**src/shared/icv_pkg.sv**
```systemverilog
// Constants shared by the vectored interrupt controller files
package icv_pkg;
    // ------------------------------------------------------------
    // Register location and layout
    // ------------------------------------------------------------
    localparam logic [7:0] INTERRUPT_CONTROL_ADDR = 8'h0b;
    localparam logic [7:0] INTERRUPT_CONTROL_RST  = 8'h00;
    localparam int         MASTER_BIT             = 0;
    localparam int         ENABLE_LSB             = 1;
    localparam int         FLAG_LSB               = 4;
    localparam int         UNUSED_BIT             = 7;
    localparam int         NUM_SRC                = 3;

    // ------------------------------------------------------------
    // Source indices, lowest index has highest priority
    // ------------------------------------------------------------
    localparam int SRC_EXT  = 0;
    localparam int SRC_TMR0 = 1;
    localparam int SRC_TMR1 = 2;

    // ------------------------------------------------------------
    // Program counter, vectors and return stack
    // ------------------------------------------------------------
    localparam int              PC_W        = 12;
    localparam logic [PC_W-1:0] VEC_EXT     = 12'h004;
    localparam logic [PC_W-1:0] VEC_TMR0    = 12'h008;
    localparam logic [PC_W-1:0] VEC_TMR1    = 12'h00c;
    localparam logic [PC_W-1:0] PC_RST      = 12'h000;
    localparam int              STACK_DEPTH = 6;
endpackage : icv_pkg

```
**src/icv_ret_stack.sv**
```systemverilog
// Return address stack with registered pop data
module icv_ret_stack #(
    parameter int DEPTH = icv_pkg::STACK_DEPTH,
    parameter int WIDTH = icv_pkg::PC_W
) (
    input  wire logic             clk,       // System clock
    input  wire logic             rst_n,     // Async reset, active low
    input  wire logic             push,      // Store push_data
    input  wire logic [WIDTH-1:0] push_data, // Address to save
    input  wire logic             pop,       // Retrieve newest entry
    output logic      [WIDTH-1:0] pop_data,  // Popped address, next cycle
    output logic                  full       // All levels in use
);
    localparam int PW = $clog2(DEPTH + 1);
    localparam logic [PW-1:0] DEPTH_C = PW'(DEPTH);
    localparam logic [PW-1:0] LAST_C  = PW'(DEPTH - 1);
    localparam logic [PW-1:0] ONE_C   = PW'(1);

    if (DEPTH < 2) begin : g_bad_depth
        $error("icv_ret_stack: DEPTH must be at least 2");
    end

    logic [WIDTH-1:0] mem [DEPTH];
    logic [PW-1:0]    wptr;
    logic [PW-1:0]    count;
    logic [PW-1:0]    top;

    assign full = (count == DEPTH_C);
    assign top  = (wptr == '0) ? LAST_C : wptr - ONE_C;

    // ------------------------------------------------------------
    // Circular storage: a push when full drops the oldest entry
    // ------------------------------------------------------------
    always_ff @(posedge clk) begin
        if (push) begin
            mem[wptr] <= push_data;
        end
    end

    always_ff @(posedge clk or negedge rst_n) begin
        if (!rst_n) begin
            wptr  <= '0;
            count <= '0;
        end else if (push) begin
            wptr  <= (wptr == LAST_C) ? '0 : wptr + ONE_C;
            count <= full ? count : count + ONE_C;
        end else if (pop && count != '0) begin
            wptr  <= top;
            count <= count - ONE_C;
        end
    end

    always_ff @(posedge clk or negedge rst_n) begin
        if (!rst_n) begin
            pop_data <= '0;
        end else if (pop && !push && count != '0) begin
            pop_data <= mem[top];
        end
    end
endmodule : icv_ret_stack

```
**src/icv_irq_ctrl.sv**
```systemverilog
// Three source vectored interrupt controller with return stack
module icv_irq_ctrl #(
    parameter int STACK_DEPTH = icv_pkg::STACK_DEPTH
) (
    input  wire logic                     clk,             // System clock
    input  wire logic                     rst_n,           // Async reset, active low
    input  wire logic [7:0]               mem_addr,        // Data memory address
    input  wire logic                     mem_wr,          // Data memory write strobe
    input  wire logic                     mem_rd,          // Data memory read strobe
    input  wire logic [7:0]               mem_wdata,       // Write data
    output logic      [7:0]               mem_rdata,       // Read data, next cycle
    input  wire logic                     ext_irq_pin,     // External interrupt pin
    input  wire logic                     tmr0_overflow,   // Timer 0 overflow pulse
    input  wire logic                     tmr1_overflow,   // Timer 1 overflow pulse
    input  wire logic                     phase_two_pulse, // Second phase of cycle
    input  wire logic [icv_pkg::PC_W-1:0] pc_now,          // Address to save
    input  wire logic                     call_push,       // Subroutine call
    input  wire logic                     return_plain,    // Plain return
    input  wire logic                     return_from_irq, // Interrupt return
    input  wire logic                     power_down,      // Core halted, level
    output logic                          irq_ack,         // Acknowledge pulse
    output logic      [icv_pkg::PC_W-1:0] irq_vector,      // Branch target
    output logic      [icv_pkg::PC_W-1:0] ret_pc,          // Popped address
    output logic                          stack_full,      // Stack levels used up
    output logic                          wake_up,         // Wake-up pulse
    output logic                          wake_no_vector   // Wake resumes in line
);
    localparam int N = icv_pkg::NUM_SRC;

    if (STACK_DEPTH < 2) begin : g_bad_depth
        $error("icv_irq_ctrl: STACK_DEPTH must be at least 2");
    end

    logic         ext_sync0;
    logic         ext_sync1;
    logic         ext_prev;
    logic [N-1:0] src_evt;
    logic [N-1:0] flags;
    logic [N-1:0] enables;
    logic         master_irq_enable;
    logic [N-1:0] pending;
    logic [N-1:0] grant;
    logic         do_ack;
    logic         stack_op;
    logic         reg_hit;
    logic         reg_wr;
    logic [7:0]   ctrl_value;
    logic [icv_pkg::PC_W-1:0] next_vector;
    logic         pd_prev;
    logic [N-1:0] wake_armed;
    logic [N-1:0] wake_src;

    // ------------------------------------------------------------
    // Event capture
    // ------------------------------------------------------------
    always_ff @(posedge clk or negedge rst_n) begin
        if (!rst_n) begin
            ext_sync0 <= 1'b0;
            ext_sync1 <= 1'b0;
            ext_prev  <= 1'b0;
        end else begin
            ext_sync0 <= ext_irq_pin;
            ext_sync1 <= ext_sync0;
            ext_prev  <= ext_sync1;
        end
    end

    assign src_evt[icv_pkg::SRC_EXT]  = ext_sync1 ^ ext_prev;
    assign src_evt[icv_pkg::SRC_TMR0] = tmr0_overflow;
    assign src_evt[icv_pkg::SRC_TMR1] = tmr1_overflow;

    // ------------------------------------------------------------
    // Register access
    // ------------------------------------------------------------
    assign reg_hit    = (mem_addr == icv_pkg::INTERRUPT_CONTROL_ADDR);
    assign reg_wr     = mem_wr && reg_hit;
    assign ctrl_value = {1'b0, flags, enables, master_irq_enable};

    always_ff @(posedge clk or negedge rst_n) begin
        if (!rst_n) begin
            mem_rdata <= icv_pkg::INTERRUPT_CONTROL_RST;
        end else if (mem_rd && reg_hit) begin
            mem_rdata <= ctrl_value;
        end else begin
            mem_rdata <= 8'h00;
        end
    end

    always_ff @(posedge clk or negedge rst_n) begin
        if (!rst_n) begin
            enables <= '0;
        end else if (reg_wr) begin
            enables <= mem_wdata[icv_pkg::ENABLE_LSB +: N];
        end
    end

    // Software write wins over acknowledge clear
    always_ff @(posedge clk or negedge rst_n) begin
        if (!rst_n) begin
            master_irq_enable <= 1'b0;
        end else if (reg_wr) begin
            master_irq_enable <= mem_wdata[icv_pkg::MASTER_BIT];
        end else if (do_ack) begin
            master_irq_enable <= 1'b0;
        end else if (return_from_irq) begin
            master_irq_enable <= 1'b1;
        end
    end

    // ------------------------------------------------------------
    // Request flags: a new event beats any clear
    // ------------------------------------------------------------
    for (genvar i = 0; i < N; i++) begin : g_flag
        always_ff @(posedge clk or negedge rst_n) begin
            if (!rst_n) begin
                flags[i] <= 1'b0;
            end else if (src_evt[i]) begin
                flags[i] <= 1'b1;
            end else if (reg_wr) begin
                flags[i] <= mem_wdata[icv_pkg::FLAG_LSB + i];
            end else if (do_ack && grant[i]) begin
                flags[i] <= 1'b0;
            end
        end
    end

    // ------------------------------------------------------------
    // Arbitration and acknowledge
    // ------------------------------------------------------------
    assign pending  = flags & enables & {N{master_irq_enable}};
    assign grant    = pending & (~pending + N'(1));
    assign stack_op = call_push || return_plain || return_from_irq;
    // Only at phase two, never with another stack operation
    assign do_ack   = phase_two_pulse && (|pending) && !stack_full
                   && !stack_op;

    always_comb begin
        next_vector = icv_pkg::VEC_TMR1;
        if (grant[icv_pkg::SRC_EXT]) begin
            next_vector = icv_pkg::VEC_EXT;
        end else if (grant[icv_pkg::SRC_TMR0]) begin
            next_vector = icv_pkg::VEC_TMR0;
        end
    end

    always_ff @(posedge clk or negedge rst_n) begin
        if (!rst_n) begin
            irq_ack    <= 1'b0;
            irq_vector <= icv_pkg::PC_RST;
        end else begin
            irq_ack <= do_ack;
            if (do_ack) begin
                irq_vector <= next_vector;
            end
        end
    end

    // ------------------------------------------------------------
    // Return stack shared by calls and acknowledges
    // ------------------------------------------------------------
    icv_ret_stack #(
        .DEPTH (STACK_DEPTH),
        .WIDTH (icv_pkg::PC_W)
    ) u_stack (
        .clk       (clk),
        .rst_n     (rst_n),
        .push      (call_push || do_ack),
        .push_data (pc_now),
        .pop       (return_plain || return_from_irq),
        .pop_data  (ret_pc),
        .full      (stack_full)
    );

    // ------------------------------------------------------------
    // Wake-up from power-down
    // ------------------------------------------------------------
    assign wake_src = src_evt & wake_armed;

    always_ff @(posedge clk or negedge rst_n) begin
        if (!rst_n) begin
            pd_prev    <= 1'b0;
            wake_armed <= '0;
        end else begin
            pd_prev <= power_down;
            if (power_down && !pd_prev) begin
                wake_armed <= ~flags;
            end
        end
    end

    always_ff @(posedge clk or negedge rst_n) begin
        if (!rst_n) begin
            wake_up        <= 1'b0;
            wake_no_vector <= 1'b0;
        end else begin
            wake_up        <= power_down && pd_prev && (|wake_src);
            wake_no_vector <= power_down && pd_prev && (|wake_src)
                           && (!master_irq_enable || !(|(wake_src & enables))
                               || stack_full);
        end
    end
endmodule : icv_irq_ctrl

```
**config.mk**
```make
export PLATFORM = sky130hd
export DESIGN_NAME = icv_irq_ctrl
export DESIGN_NICKNAME = d
export VERILOG_FILES = /design/src/shared/icv_pkg.sv /design/src/icv_ret_stack.sv /design/src/icv_irq_ctrl.sv
export SDC_FILE = /design/constraint.sdc
export NUM_CORES = 1
export LEC_CHECK = 0
export BUFFER_PORTS_ARGS = -buffer_cell sky130_fd_sc_hd__buf_2
export CAP_MARGIN = 30
export CORE_MARGIN = 2
export CORE_UTILIZATION = 44
export CTS_CLUSTER_DIAMETER = 30
export DETAILED_ROUTE_END_ITERATION = 10
export PLACE_DENSITY = 0.63
export SLEW_MARGIN = 20
export SYNTH_ARGS = -nofsm -noshare
export SYNTH_HDL_FRONTEND = slang
export SYNTH_HIERARCHICAL = 1
export SYNTH_SLANG_ARGS = --single-unit
```
**constraint.sdc**
```tcl
create_clock -name clk -period 8.7 [get_ports clk]
set_clock_uncertainty 0.05 [all_clocks]
set_input_delay 0.435 -clock clk [delete_from_list [all_inputs] [get_ports clk]]
set_output_delay 0.435 -clock clk [all_outputs]
set_load 0.1 [all_outputs]
```
* Word-level counts from Yosys, hierarchy flattened
Memory sizes are Yosys's and may differ from the RTL's. A register that Yosys moved wholly into a read port is not among the register bits. Cells that the tools add are included.
Storage, ports and cells: memories 1, flip-flop bits (word level) 42, logic and storage cells 98, input bits 40, RAM bits 72, output and inout bits 36
Memories:
- u_stack.mem | depth 6, width 12, rd ports 1, clocked after memory_dff 1, write ports 1, RTL line icv_ret_stack.sv:23 | logic [WIDTH-1:0] mem [DEPTH];
Cells by class: add/sub/neg operators 5, equal/unequal tests 4, reduce and logical (&&, ||, !) cells 39, muxes and demuxes 24, bitwise gates (word level) 8
Operators by type and width (number):
- $mux W3 | 8
- $and A3 B3 Y3 | 5
- $logic_and A1 B1 Y1 | 15
- $reduce_bool A3 Y1 | 5
- $mux W1 | 14
- $add A3 B1 Y3 const B | 3
- $reduce_or A3 Y1 | 3
- $eq A8 B4 Y1 const B | 1
- $logic_not A1 Y1 | 7
- $mux W7 | 1
- $eq A3 B3 Y1 const B | 2
- $logic_or A1 B1 Y1 | 6
- $not A3 Y3 | 2
- $sub A3 B1 Y3 const B | 2
- $mux W4 | 1
- $logic_not A3 Y1 | 1
- $ne A2 B2 Y1 const B | 1
- $reduce_and A2 Y1 | 1
- $reduce_bool A2 Y1 | 1
- $xor A1 B1 Y1 | 1

* Longest topological paths before layout
Gate-level depths: netlist (run 1).
depth in word-level cells 10, depth in mapped cells 13

* Cells and area by module
The synthesis (run 1) kept the hierarchy.
Modules (own cells, without submodules):
- icv_ret_stack | area an instance 3922.5 um^2, cells an instance 269, sequential area each 2612.5 um^2, times used 1
- icv_irq_ctrl | area an instance 1192.4 um^2, cells an instance 94, sequential area each 650.6 um^2, times used 1

* Worst setup path before layout (run 1)
OpenSTA, ideal clock, no wires.
path type flip-flop to flip-flop, from register u_stack.count[1], to memory u_stack/mem[2][0] (netlist bit) (enable), period minus slack after synthesis 3602 ps, slack 5098 ps, stages on the path, launching flop included 11, buffers on the path 2, data arrival time 3153 ps, path through dfrtp_1 > nand2_1 > or2_2 > inv_1 > nor2b_1 > and3b_1 > buf_6 > or2_1 > clkbuf_1 > nand2_1 > nor3b_1
On the way: word-level cells in the longest chain between the ends 7
RTL lines:
- start: declaration | RTL line icv_ret_stack.sv:25 | logic [PW-1:0] count;
- start signal: assignment | RTL line icv_ret_stack.sv:46 | count <= full ? count : count + ONE_C;
- start signal: assignment | RTL line icv_ret_stack.sv:49 | count <= count - ONE_C;
- $eq A3 B3 Y1 | RTL line icv_ret_stack.sv:28 | assign full = (count == DEPTH_C);
- named net stack_full | RTL line icv_irq_ctrl.sv:24 | output logic stack_full,
- $logic_not A1 Y1 | RTL line icv_irq_ctrl.sv:134 | assign do_ack = phase_two_pulse && (|pending) && !stack_full
- $logic_and A1 B1 Y1 | RTL line icv_irq_ctrl.sv:134
- $logic_and A1 B1 Y1 | RTL line icv_irq_ctrl.sv:135 | && !stack_op;
- named net do_ack | RTL line icv_irq_ctrl.sv:43 | logic do_ack;
- $logic_or A1 B1 Y1 | RTL line icv_irq_ctrl.sv:167 | .push (call_push || do_ack),
- $mux W1 | RTL line icv_ret_stack.sv:35 | if (push) begin
- $mux W1 (implied by the code) | RTL line icv_ret_stack.sv:36 | mem[wptr] <= push_data;
- end: declaration | RTL line icv_ret_stack.sv:23
The timed path passes the listed nets, and every way through them passes these cells.

* Worst setup path after layout (run 1)
from register u_stack.count[1], to memory u_stack/mem[3][11] (netlist bit) (enable)
On the way: word-level cells in the longest chain between the ends 7
RTL lines (RTL line):
- $eq A3 B3 Y1 | icv_ret_stack.sv:28
- $logic_not A1 Y1 | icv_irq_ctrl.sv:134
- $logic_and A1 B1 Y1 | icv_irq_ctrl.sv:134
- $logic_and A1 B1 Y1 | icv_irq_ctrl.sv:135
- $logic_or A1 B1 Y1 | icv_irq_ctrl.sv:167
- $mux W1 | icv_ret_stack.sv:35
- $mux W1 (implied by the code) | icv_ret_stack.sv:36
Every way passes these cells.

==> impl_metrics.ini, run 1 <==
[detailed_routing]
wl_per_cell_microns = 19.0
drt-initial-drc-count = 295
num_vias = 3289
route.met2.wl_microns = 5490
drt_first_pass_iters = 8
wl_microns = 11200
wl_met3_microns = 584
drc = 0
wl_met1_microns = 4950
via_per_inst = 5.57
detail-route-antenna-nets = 0
maxUsedRoutingLayer = met4

[grt]
grt_usage = 0.186
grt_pass1_vias = 3363
grt_pass1_wl_microns = 17500
antenna_found_initial = 0
grt_max_degree = 28
grt_overflow = 0

[logic_synthesis]
synth_cell_types = 57
ys.flop_type = edfxtp_1
postSynthRegisterBits = 116
yosys.area.top_type_share = 0.423
synth_area_sq_um = 5110
ys_warn_count = 6
ys_seq_area_frac = 0.638
synth-edff-count = 72
ys_async_sr_fraction = 0.379
netlist_instances = 363
synth.area.top_cells = edfxtp_1 42%, dfrtp_1 22%, mux2i_1 4.7%
avgSynthCellArea_sq_um = 14.1
synth.largest_area_cell = edfxtp_1

[power]
pwr-share-clk = 0.316
p_sw_uw = 922
power_leakage_uw = 0.00248
switching_share = 0.382
p_seq_frac = 0.315
power_frac_comb = 0.369
vdd_drop_max_v = 0.000193
internal_power_uw = 1490
powerDensity_nw_per_um2 = 390

[setup_path]
max_stage_delay_ns = 0.56
r2r_slack_ns = 5.46
cp_cell_sequence = nand2_1, or2_2, inv_1, nor2b_1, and3b_1, or2_1, nand2_1, nor2_1, buf_4
cp_slowest_cell = nor2_1
rr_worst_depth = 9
arrival_ns = 3.29
crit_path_end_kind = register
worst-setup-path-type = reg -> reg
worstPathRequired_ns = 8.76
regToRegEndpoint = u_stack/mem[3][11]
r2r-start = u_stack/count[1]
crit_path_start_kind = register
path_max_fanout = 8
crit_path_frequent_cell = nand2_1

[clock_tree]
clk_pin_slew_worst_paths_ns = 0.05
clock_path_buffers = 2
cts_root_buffer = clkbuf_16
cts_sinks = 116
clock_latency_ns = 0.41
cts_tree = done
cts_made_buffers = 17
h-tree-depth = 4
cts_resized = 0
cts_setup_buffers = 0

[timing]
holdWs_ns = 0.0882
max-slew-margin-rel = 0.394
drv_slew = 0
rsz0062_at_grt = no
hold_viol_final = 0
post-route-period-util = 0.372
setup_viol_count_final = 0
max_freq_mhz = 309
worst-slew-pin-transition_ns = 0.909
layout_setup_ws_ns = 5.46
fin_setup_tns_ns = 0
period_needed_ns = 3.24

[final_layout]
regArea_sq_um = 3260
multi_input_area_sq_um = 1670
num_antenna_cells = 0
nFillCells = 930
nNetsFinal = 476
area_growth_pct = 20.8
drive_gt1_frac = 0.293
fin_cells = 590

[die]
core_sq_um = 11400
rows = 39
die_area_sq_um = 12500
initial_core_util = 0.450
die_x_microns = 112
pin_count = 76
die_y_microns = 112

[hold_path]
hold-path-endpoint = ext_sync0
hold_depth = 1
hp-start = ext_irq_pin
worstHoldPathType = in -> reg

[outcome]
status = complete, no violations

[placed_design]
port_buffers = 63
place.gp.congestion = 0.837
dp_hpwl_microns = 7230
dpl.cell_count = 556
pre_cts_ws_ns = 5.47

[flow_run]
maxCapViolations = 0
==> flip-flops by register name, indices dropped and copies added (netlist names), 3 cells and up <==
signal	flops
ctrl_value	3
u_stack/count	3
u_stack/wptr	3
u_stack/pop_data	12
wake_armed	3
mem_rdata	7
u_stack/mem	72
enables	3
==> cell usage after synthesis (4+ instances only) <==
master     n
a211oi_1  10
a21oi_1   14
and2_1     9
and3b_1   10
buf_2      4
buf_4     16
buf_6      5
clkbuf_1   5
dfrtp_1   44
edfxtp_1  72
inv_1      4
mux2_2     5
mux2_4     5
mux2i_1   24
nand2_1   14
nand3_1    5
nand4_1    6
nor2_1    25
nor3_1     4
o21a_1     4
o21ai_0   12
o22ai_1    5
o22ai_2    4
o32a_1     9
==> metal layers <==
| metal | vias to the layer above | track usage |
|---|---|---|
| li1 | 1511 | - |
| met1 | 1651 | 0.246 |
| met2 | 110 | 0.294 |
| met3 | 17 | 0.0468 |
| met4 | 0 | 0.0807 |
| met5 | - | 0 |
==> stage by stage <==
stage,util,instance area [sq um],power [uW]
floorplan,-,5150,1480
global placement,0.481,5470,1620
detailed placement,0.485,5510,1640
CTS,0.542,6170,2420
global route,0.544,6180,2510
finish,0.544,6180,2410
==> logic make-up after synthesis <==
logic type | after synthesis | share of synthesized area
other | 1 | 0.000733
flip-flops | 116 | 0.638
AND/OR/NAND/NOR | 93 | 0.109
AO/OA/AOI/OAI | 77 | 0.114
multiplexers | 37 | 0.0793
adder cells (fa/ha/maj) | 2 | 0.00636
buffers and inverters | 35 | 0.0489
XOR/XNOR | 2 | 0.00343
==> critical path, delay by kind of cell, from the launching register on <==
kind                   cells  cell delay, ns
and+or+nand+nor            7            2.10
buffers and inverters      2            0.36
DFF                        1            0.42
==> worst max-delay path by stage <==
stage	from	to	slack, ns	cells past startpoint
2_1_floorplan	u_stack/count[1]	u_stack/mem[2][0]	5.10	10
3_3_place_gp	u_stack/count[1]	u_stack/mem[2][1]	5.33	8
3_5_place_dp	u_stack/count[1]	u_stack/mem[3][10]	5.47	9
4_1_cts	u_stack/count[1]	u_stack/mem[3][11]	5.43	9
5_1_grt	u_stack/count[1]	u_stack/mem[1][3]	5.26	9
6_report	u_stack/count[1]	u_stack/mem[3][11]	5.46	9
==> repair_timing <==
item / in CTS / in global routing
hold buffers: 1 / 0
setup endpoints to repair: 0 / 0
endpoints found under the hold margin: 21 / 0
==> area by class of cell <==
| type | instances | share of cell area |
|---|---|---|
| Timing Repair Buffer | 73 | 0.0668 |
| Inverter | 4 | 0.00243 |
| Sequential cell | 116 | 0.528 |
| Tap cell | 143 | 0.0289 |
| Multi-Input combinational cell | 222 | 0.269 |
| Clock buffer | 20 | 0.0706 |
| Clock inverter | 12 | 0.0338 |
==> layout by cell type, fill, tap and decap left out, types with 6 or more instances in the layout <==
cell	Yosys	layout
buf_4	16	7
buf_2	4	63
bufinv_16	0	6
and3b_1	10	10
nand4_1	6	6
nor2_1	25	25
dfrtp_1	44	44
and2_1	9	9
a211oi_1	10	10
o32a_1	9	9
a21oi_1	14	14
clkbuf_16	0	17
conb_1	1	11
o21ai_0	12	12
edfxtp_1	72	72
mux2i_1	24	24
nand2_1	14	14
==> power by group through the flow <==
stage / logic [uW] / registers [uW] / clock network [uW]
6_report: 890 / 758 / 762
4_1_cts: 871 / 772 / 774
2_1_floorplan: 514 / 963 / 0
3_5_place_dp: 863 / 781 / 0
5_1_grt: 941 / 769 / 799
3_3_place_gp: 842 / 775 / 0
No activity file was read; power rests on OpenSTA's default activity.
==> run 2: changes to the inputs <==
--- a/config.mk
+++ b/config.mk
@@ -5,13 +5,14 @@
 export SDC_FILE = /design/constraint.sdc
 export NUM_CORES = 1
 export LEC_CHECK = 0
+export ABC_AREA = 1
 export BUFFER_PORTS_ARGS = -buffer_cell sky130_fd_sc_hd__buf_2
 export CAP_MARGIN = 30
 export CORE_MARGIN = 2
 export CORE_UTILIZATION = 44
 export CTS_CLUSTER_DIAMETER = 30
 export DETAILED_ROUTE_END_ITERATION = 10
-export PLACE_DENSITY = 0.63
+export PLACE_DENSITY = 0.66
 export SLEW_MARGIN = 20
 export SYNTH_ARGS = -nofsm -noshare
 export SYNTH_HDL_FRONTEND = slang
==> constraint.sdc (replaced) <==
create_clock -name clk -period 2.9 [get_ports clk]
set_clock_uncertainty 0.05 [all_clocks]
set_input_delay 0.145 -clock clk [delete_from_list [all_inputs] [get_ports clk]]
set_output_delay 0.145 -clock clk [all_outputs]
set_load 0.1 [all_outputs]
==> impl_metrics.ini, run 2 <==
[die]
die_x_microns = 111
die_y_microns = 111
core_sq_um = 11300
die_area_sq_um = 12300
pin_count = 76
rows = 39
initial_core_util = 0.445

[final_layout]
final_common_cell = nand2_1
nNetsFinal = 619
final_cell_mix = 111 x nand2_1, 72 x edfxtp_1, 63 x buf_2, 51 x inv_1, 49 x nor2_1
top_regs = u_stack/mem x72, u_stack/pop_data x12, mem_rdata x7
num_antenna_cells = 0
multi_input_area_sq_um = 1430
regArea_sq_um = 3260
nFillCells = 987
top_register = u_stack/mem
design_area_sq_um = 6270
area_growth_pct = 24.3
fin_cells = 733
drive_gt1_frac = 0.222
largest_reg_flops = 72

[timing]
rsz0062_at_grt = no
max_freq_mhz = 422
fin_setup_tns_ns = 0
post-route-period-util = 0.817
max-slew-margin-rel = 0.644
period_needed_ns = 2.37
worst-slew-pin-transition_ns = 0.533
setup_viol_count_final = 0
holdWs_ns = 0.0329
layout_setup_ws_ns = 0.530
hold_viol_final = 0
drv_slew = 0

[placed_design]
dpl.cell_count = 680
dpl-instance-area_sq_um = 5490
place.gp.congestion = 0.873
port_buffers = 63
dp_hpwl_microns = 6550
pre_cts_ws_ns = 0.539

[detailed_routing]
wl_microns = 10600
route.met2.wl_microns = 5140
wl_met3_microns = 732
wl_per_cell_microns = 14.4
via_per_inst = 4.75
drt_first_pass_iters = 4
maxUsedRoutingLayer = met4
drc = 0
drt-initial-drc-count = 222
wl_met1_microns = 4580
num_vias = 3481
detail-route-antenna-nets = 0

[logic_synthesis]
postSynthRegisterBits = 116
synth_common_cells = 111 x nand2_1, 72 x edfxtp_1, 51 x inv_1
synth_cell_types = 39
netlist_instances = 479
yosys.area.top_type_share = 0.429
synthMostInstantiatedCell = nand2_1
ys_seq_area_frac = 0.647
synth.area.top_cells = edfxtp_1 43%, dfrtp_1 22%, nand2_1 8.3%
ys_warn_count = 6
synth.largest_area_cell = edfxtp_1
synth_area_sq_um = 5040
synth-edff-count = 72
avgSynthCellArea_sq_um = 10.5
ys.flop_type = edfxtp_1
ys_async_sr_fraction = 0.379

[clock_tree]
clock_path_buffers = 2
cts_root_buffer = clkbuf_16
cts_made_buffers = 17
cts_tree = done
cts_resized = 0
postCtsHoldBufs = 21
h-tree-depth = 4
cts_setup_buffers = 0
clock_latency_ns = 0.40
clk_pin_slew_worst_paths_ns = 0.05
cts_sinks = 116

[grt]
grt_pass1_wl_microns = 17200
grt_max_degree = 32
grt_pass1_vias = 3545
antenna_found_initial = 0
grt_overflow = 0
grt_usage = 0.181

[setup_path]
path_max_fanout = 16
arrival_ns = 2.61
critPathBufInv = 3
crit_path_start_kind = register
crit_path_end_kind = register
worstPathRequired_ns = 3.14
rr_worst_depth = 13
crit_path_frequent_cell = nor2_1
crit_family = simple AND/OR/NAND/NOR gates
max_stage_delay_ns = 0.45
cp_cell_sequence = nor3_4, inv_1, nand3_1, nor2_8, nand2_4, nand2_1, nor2_1, nand2_2, inv_4, buf_4, nor2_1, nor2_1, nand2_1
worst-setup-path-type = reg -> reg
cp_slowest_cell = dfrtp_1
r2r-start = u_stack/count[0]
r2r_slack_ns = 0.53
regToRegEndpoint = u_stack/pop_data[10]

[hold_path]
hp-start = return_from_irq
hold-path-endpoint = master_irq_enable
worstHoldPathType = in -> reg
hold_depth = 4

[flow_run]
maxCapViolations = 0

[power]
powerDensity_nw_per_um2 = 1070
power_leakage_uw = 0.00287
vdd_drop_max_v = 0.000699

[outcome]
status = complete, no violations
-- run 2: power by group --
part	switching (uW)	leakage (uW)	internal [uW]	total, uW
Sequential	166	0.00119	2090	2250
Combinational	1900	0.00141	574	2470
Clock	727	0.000271	1260	1990
-- run 2: worst min-delay path: cells and delay by family --
kind | cells | cell delay [ns]
buf+inv | 1 | 0.09
simple gates | 3 | 0.20
-- run 2: logic make-up (layout without fill, tap and decap cells) --
logic type               count (synthesis)  in the layout  synth area share
buffers and inverters                   82            183            0.0816
AO/OA/AOI/OAI                           32             32            0.0337
adder cells (fa/ha/maj)                  2              2           0.00645
AND/OR/NAND/NOR                        244            244             0.227
other                                    1             11          0.000744
XOR/XNOR                                 2              2           0.00347
flip-flops                             116            116             0.647
-- run 2: how the worst max path moves through the flow --
stage                startpoint                    to  slack (ns)  depth (start not counted)
4_1_cts        u_stack/count[0]  u_stack/pop_data[10]        0.48                         13
6_report       u_stack/count[0]  u_stack/pop_data[10]        0.53                         13
5_1_grt        u_stack/count[2]      u_stack/count[2]        0.30                         13
3_5_place_dp   u_stack/count[1]      u_stack/count[2]        0.54                         13
2_1_floorplan  u_stack/count[1]     u_stack/mem[0][0]        0.10                         11
3_3_place_gp   u_stack/count[0]  u_stack/pop_data[11]        0.59                         13
-- run 2: layer usage --
metal,vias up,track usage
li1,1747,-
met1,1604,0.227
met2,118,0.306
met3,12,0.0514
met4,0,0.0593
met5,-,0
-- run 2: metrics by stage --
stage,utilization,total power (uW)
detailed placement,0.485,4730
CTS,0.554,6770
finish,0.554,6710
floorplan,-,4270
global placement,0.483,4670
global route,0.554,7080
-- run 2: final cells by class --
type | instances | share of cell area
Clock buffer | 19 | 0.0691
Clock inverter | 13 | 0.0218
Inverter | 57 | 0.0347
Multi-Input combinational cell | 291 | 0.228
Sequential cell | 116 | 0.521
Tap cell | 143 | 0.0285
Timing Repair Buffer | 94 | 0.0978
==> run 3: changes to the inputs <==
==> constraint.sdc (replaced) <==
create_clock -name clk -period 2.1 [get_ports clk]
set_clock_uncertainty 0.05 [all_clocks]
set_input_delay 0.105 -clock clk [delete_from_list [all_inputs] [get_ports clk]]
set_output_delay 0.105 -clock clk [all_outputs]
set_load 0.1 [all_outputs]
==> impl_metrics.ini, run 3 (synthesis results as in run 2) <==
[final_layout]
area_growth_pct = 29.5
drive_gt1_frac = 0.259
fin_cells = 745
top_register = u_stack/mem
nNetsFinal = 631
num_antenna_cells = 0
largest_reg_flops = 72
final_common_cell = nand2_1
fin_util = 0.577
final_cell_mix = 110 x nand2_1, 72 x edfxtp_1, 63 x buf_2, 47 x inv_1, 44 x nor2_1
top_regs = u_stack/mem x72, u_stack/pop_data x12, mem_rdata x7

[placed_design]
place.gp.congestion = 0.800
dpl.cell_count = 688
port_buffers = 63
dp_hpwl_microns = 6890

[power]
switching_share = 0.409
p_sw_uw = 3980
vdd_drop_max_v = 0.00122
p_seq_frac = 0.316
power_leakage_uw = 0.00299
power_frac_comb = 0.382
powerDensity_nw_per_um2 = 1490
p_total_uw = 9740
internal_power_uw = 5760
pwr-share-clk = 0.302

[detailed_routing]
via_per_inst = 4.84
drt-initial-drc-count = 161
drt_first_pass_iters = 4
num_vias = 3608
wl_microns = 10900
detail-route-antenna-nets = 0
drc = 0
wl_per_cell_microns = 14.6

[flow_run]
maxCapViolations = 0

[setup_path]
cp_slowest_cell = dfrtp_1
critPathLaunch = u_stack/count[2]
r2r-start = u_stack/count[2]
worst-setup-path-type = reg -> reg
crit_path_end_kind = register
worstPathRequired_ns = 2.35
max_stage_delay_ns = 0.41
arrival_ns = 2.23
crit_path_start_kind = register
crit_path_frequent_cell = nand2_1
r2r_slack_ns = 0.12
path_max_fanout = 7
cp_cell_sequence = inv_2, nor3_4, inv_1, nand3_2, nor2_8, nand2_4, nand2_4, inv_6, fa_2, xnor2_2, nand2_1, nand2_1, nand2_1

[die]
rows = 39
die_area_sq_um = 12300
core_sq_um = 11300
die_x_microns = 111
initial_core_util = 0.445
pin_count = 76
die_y_microns = 111

[hold_path]
hp-start = mem_wdata[4]
worstHoldPathType = in -> reg

[timing]
holdWs_ns = 0.0245
setup_viol_count_final = 0
worst-slew-pin-transition_ns = 0.733
drv_slew = 0
post-route-period-util = 0.943
fin_setup_tns_ns = 0
max-slew-margin-rel = 0.511
max_freq_mhz = 505
period_needed_ns = 1.98
hold_viol_final = 0
rsz0062_at_grt = no

[grt]
grt_overflow = 0
grt_pass1_vias = 3739
antenna_found_initial = 0
grt_pass1_wl_microns = 18000
grt_max_degree = 32
grt_usage = 0.188

[clock_tree]
cts_root_buffer = clkbuf_16
cts_tree = done
cts_made_buffers = 17
clk_pin_slew_worst_paths_ns = 0.05
h-tree-depth = 4
clock_latency_ns = 0.42
cts_sinks = 116
clock_path_buffers = 2

[outcome]
status = complete, no violations
## run 3: changes by cell type in the layout (fill, tap and decap cells not counted), sizes merged, moves of 2 or more
cell,change
dlygate4sd3,+3
clkinvlp,-2
buf,+9
inv,+3
## run 3: final timing paths
path / to / depth (start not counted)
max reg2reg: u_stack/count[2] / 13
min in group asynchronous: u_stack/pop_data[1] / 2
min reg2reg: ext_sync1 / 0
min: ctrl_value[4] / 5
max: u_stack/count[2] / 13
max in group asynchronous: enables[0] / 3
## run 3: layout make-up
cell class,count,area (sq um)
Multi-Input combinational cell,291,1490
Fill cell,936,4790
Sequential cell,116,3260
Clock buffer,18,439
Clock inverter,14,173
Inverter,57,223
Tap cell,143,179
Timing Repair Buffer,106,764
## run 3: critical path, delay by kind of cell (launching register included)
family / cells / cell delay, ns
flops: 1 / 0.41
xor+xnor: 1 / 0.15
simple gates: 8 / 0.65
buf+inv: 3 / 0.21
fa+ha+maj: 1 / 0.40
## run 3: layer usage
metal,part of all wire,vias up,global-route usage
li1,-,1762,-
met1,0.44,1705,0.235
met2,0.49,126,0.312
met3,0.062,15,0.0547
met4,0.010,0,0.0675
met5,0,-,0
## run 3: stage by stage
stage | instance area, sq um | worst slack [ns]
floorplan | 5170 | -0.453
global placement | 5650 | 0.0862
detailed placement | 5650 | 0.0236
CTS | 6500 | 0.0147
global route | 6530 | 0.0126
finish | 6530 | 0.119
## run 3: power by group through the flow
stage / clock network (uW) / logic, uW / registers, uW
2_1_floorplan: 0 / 1920 / 4040
3_3_place_gp: 0 / 3580 / 3100
3_5_place_dp: 0 / 3650 / 3120
4_1_cts: 3000 / 3710 / 3080
5_1_grt: 3090 / 4050 / 3130
6_report: 2940 / 3720 / 3080
## run 3: what timing repair did
| item | 4_1_cts | 5_1_grt |
|---|---|---|
| endpoints found under the setup margin | 0 | 8 |
| gates resized for setup | 0 | 6 |
| hold buffers | 24 | 0 |
| setup buffers | 0 | 1 |
| endpoints found under the hold margin | 116 | 0 |
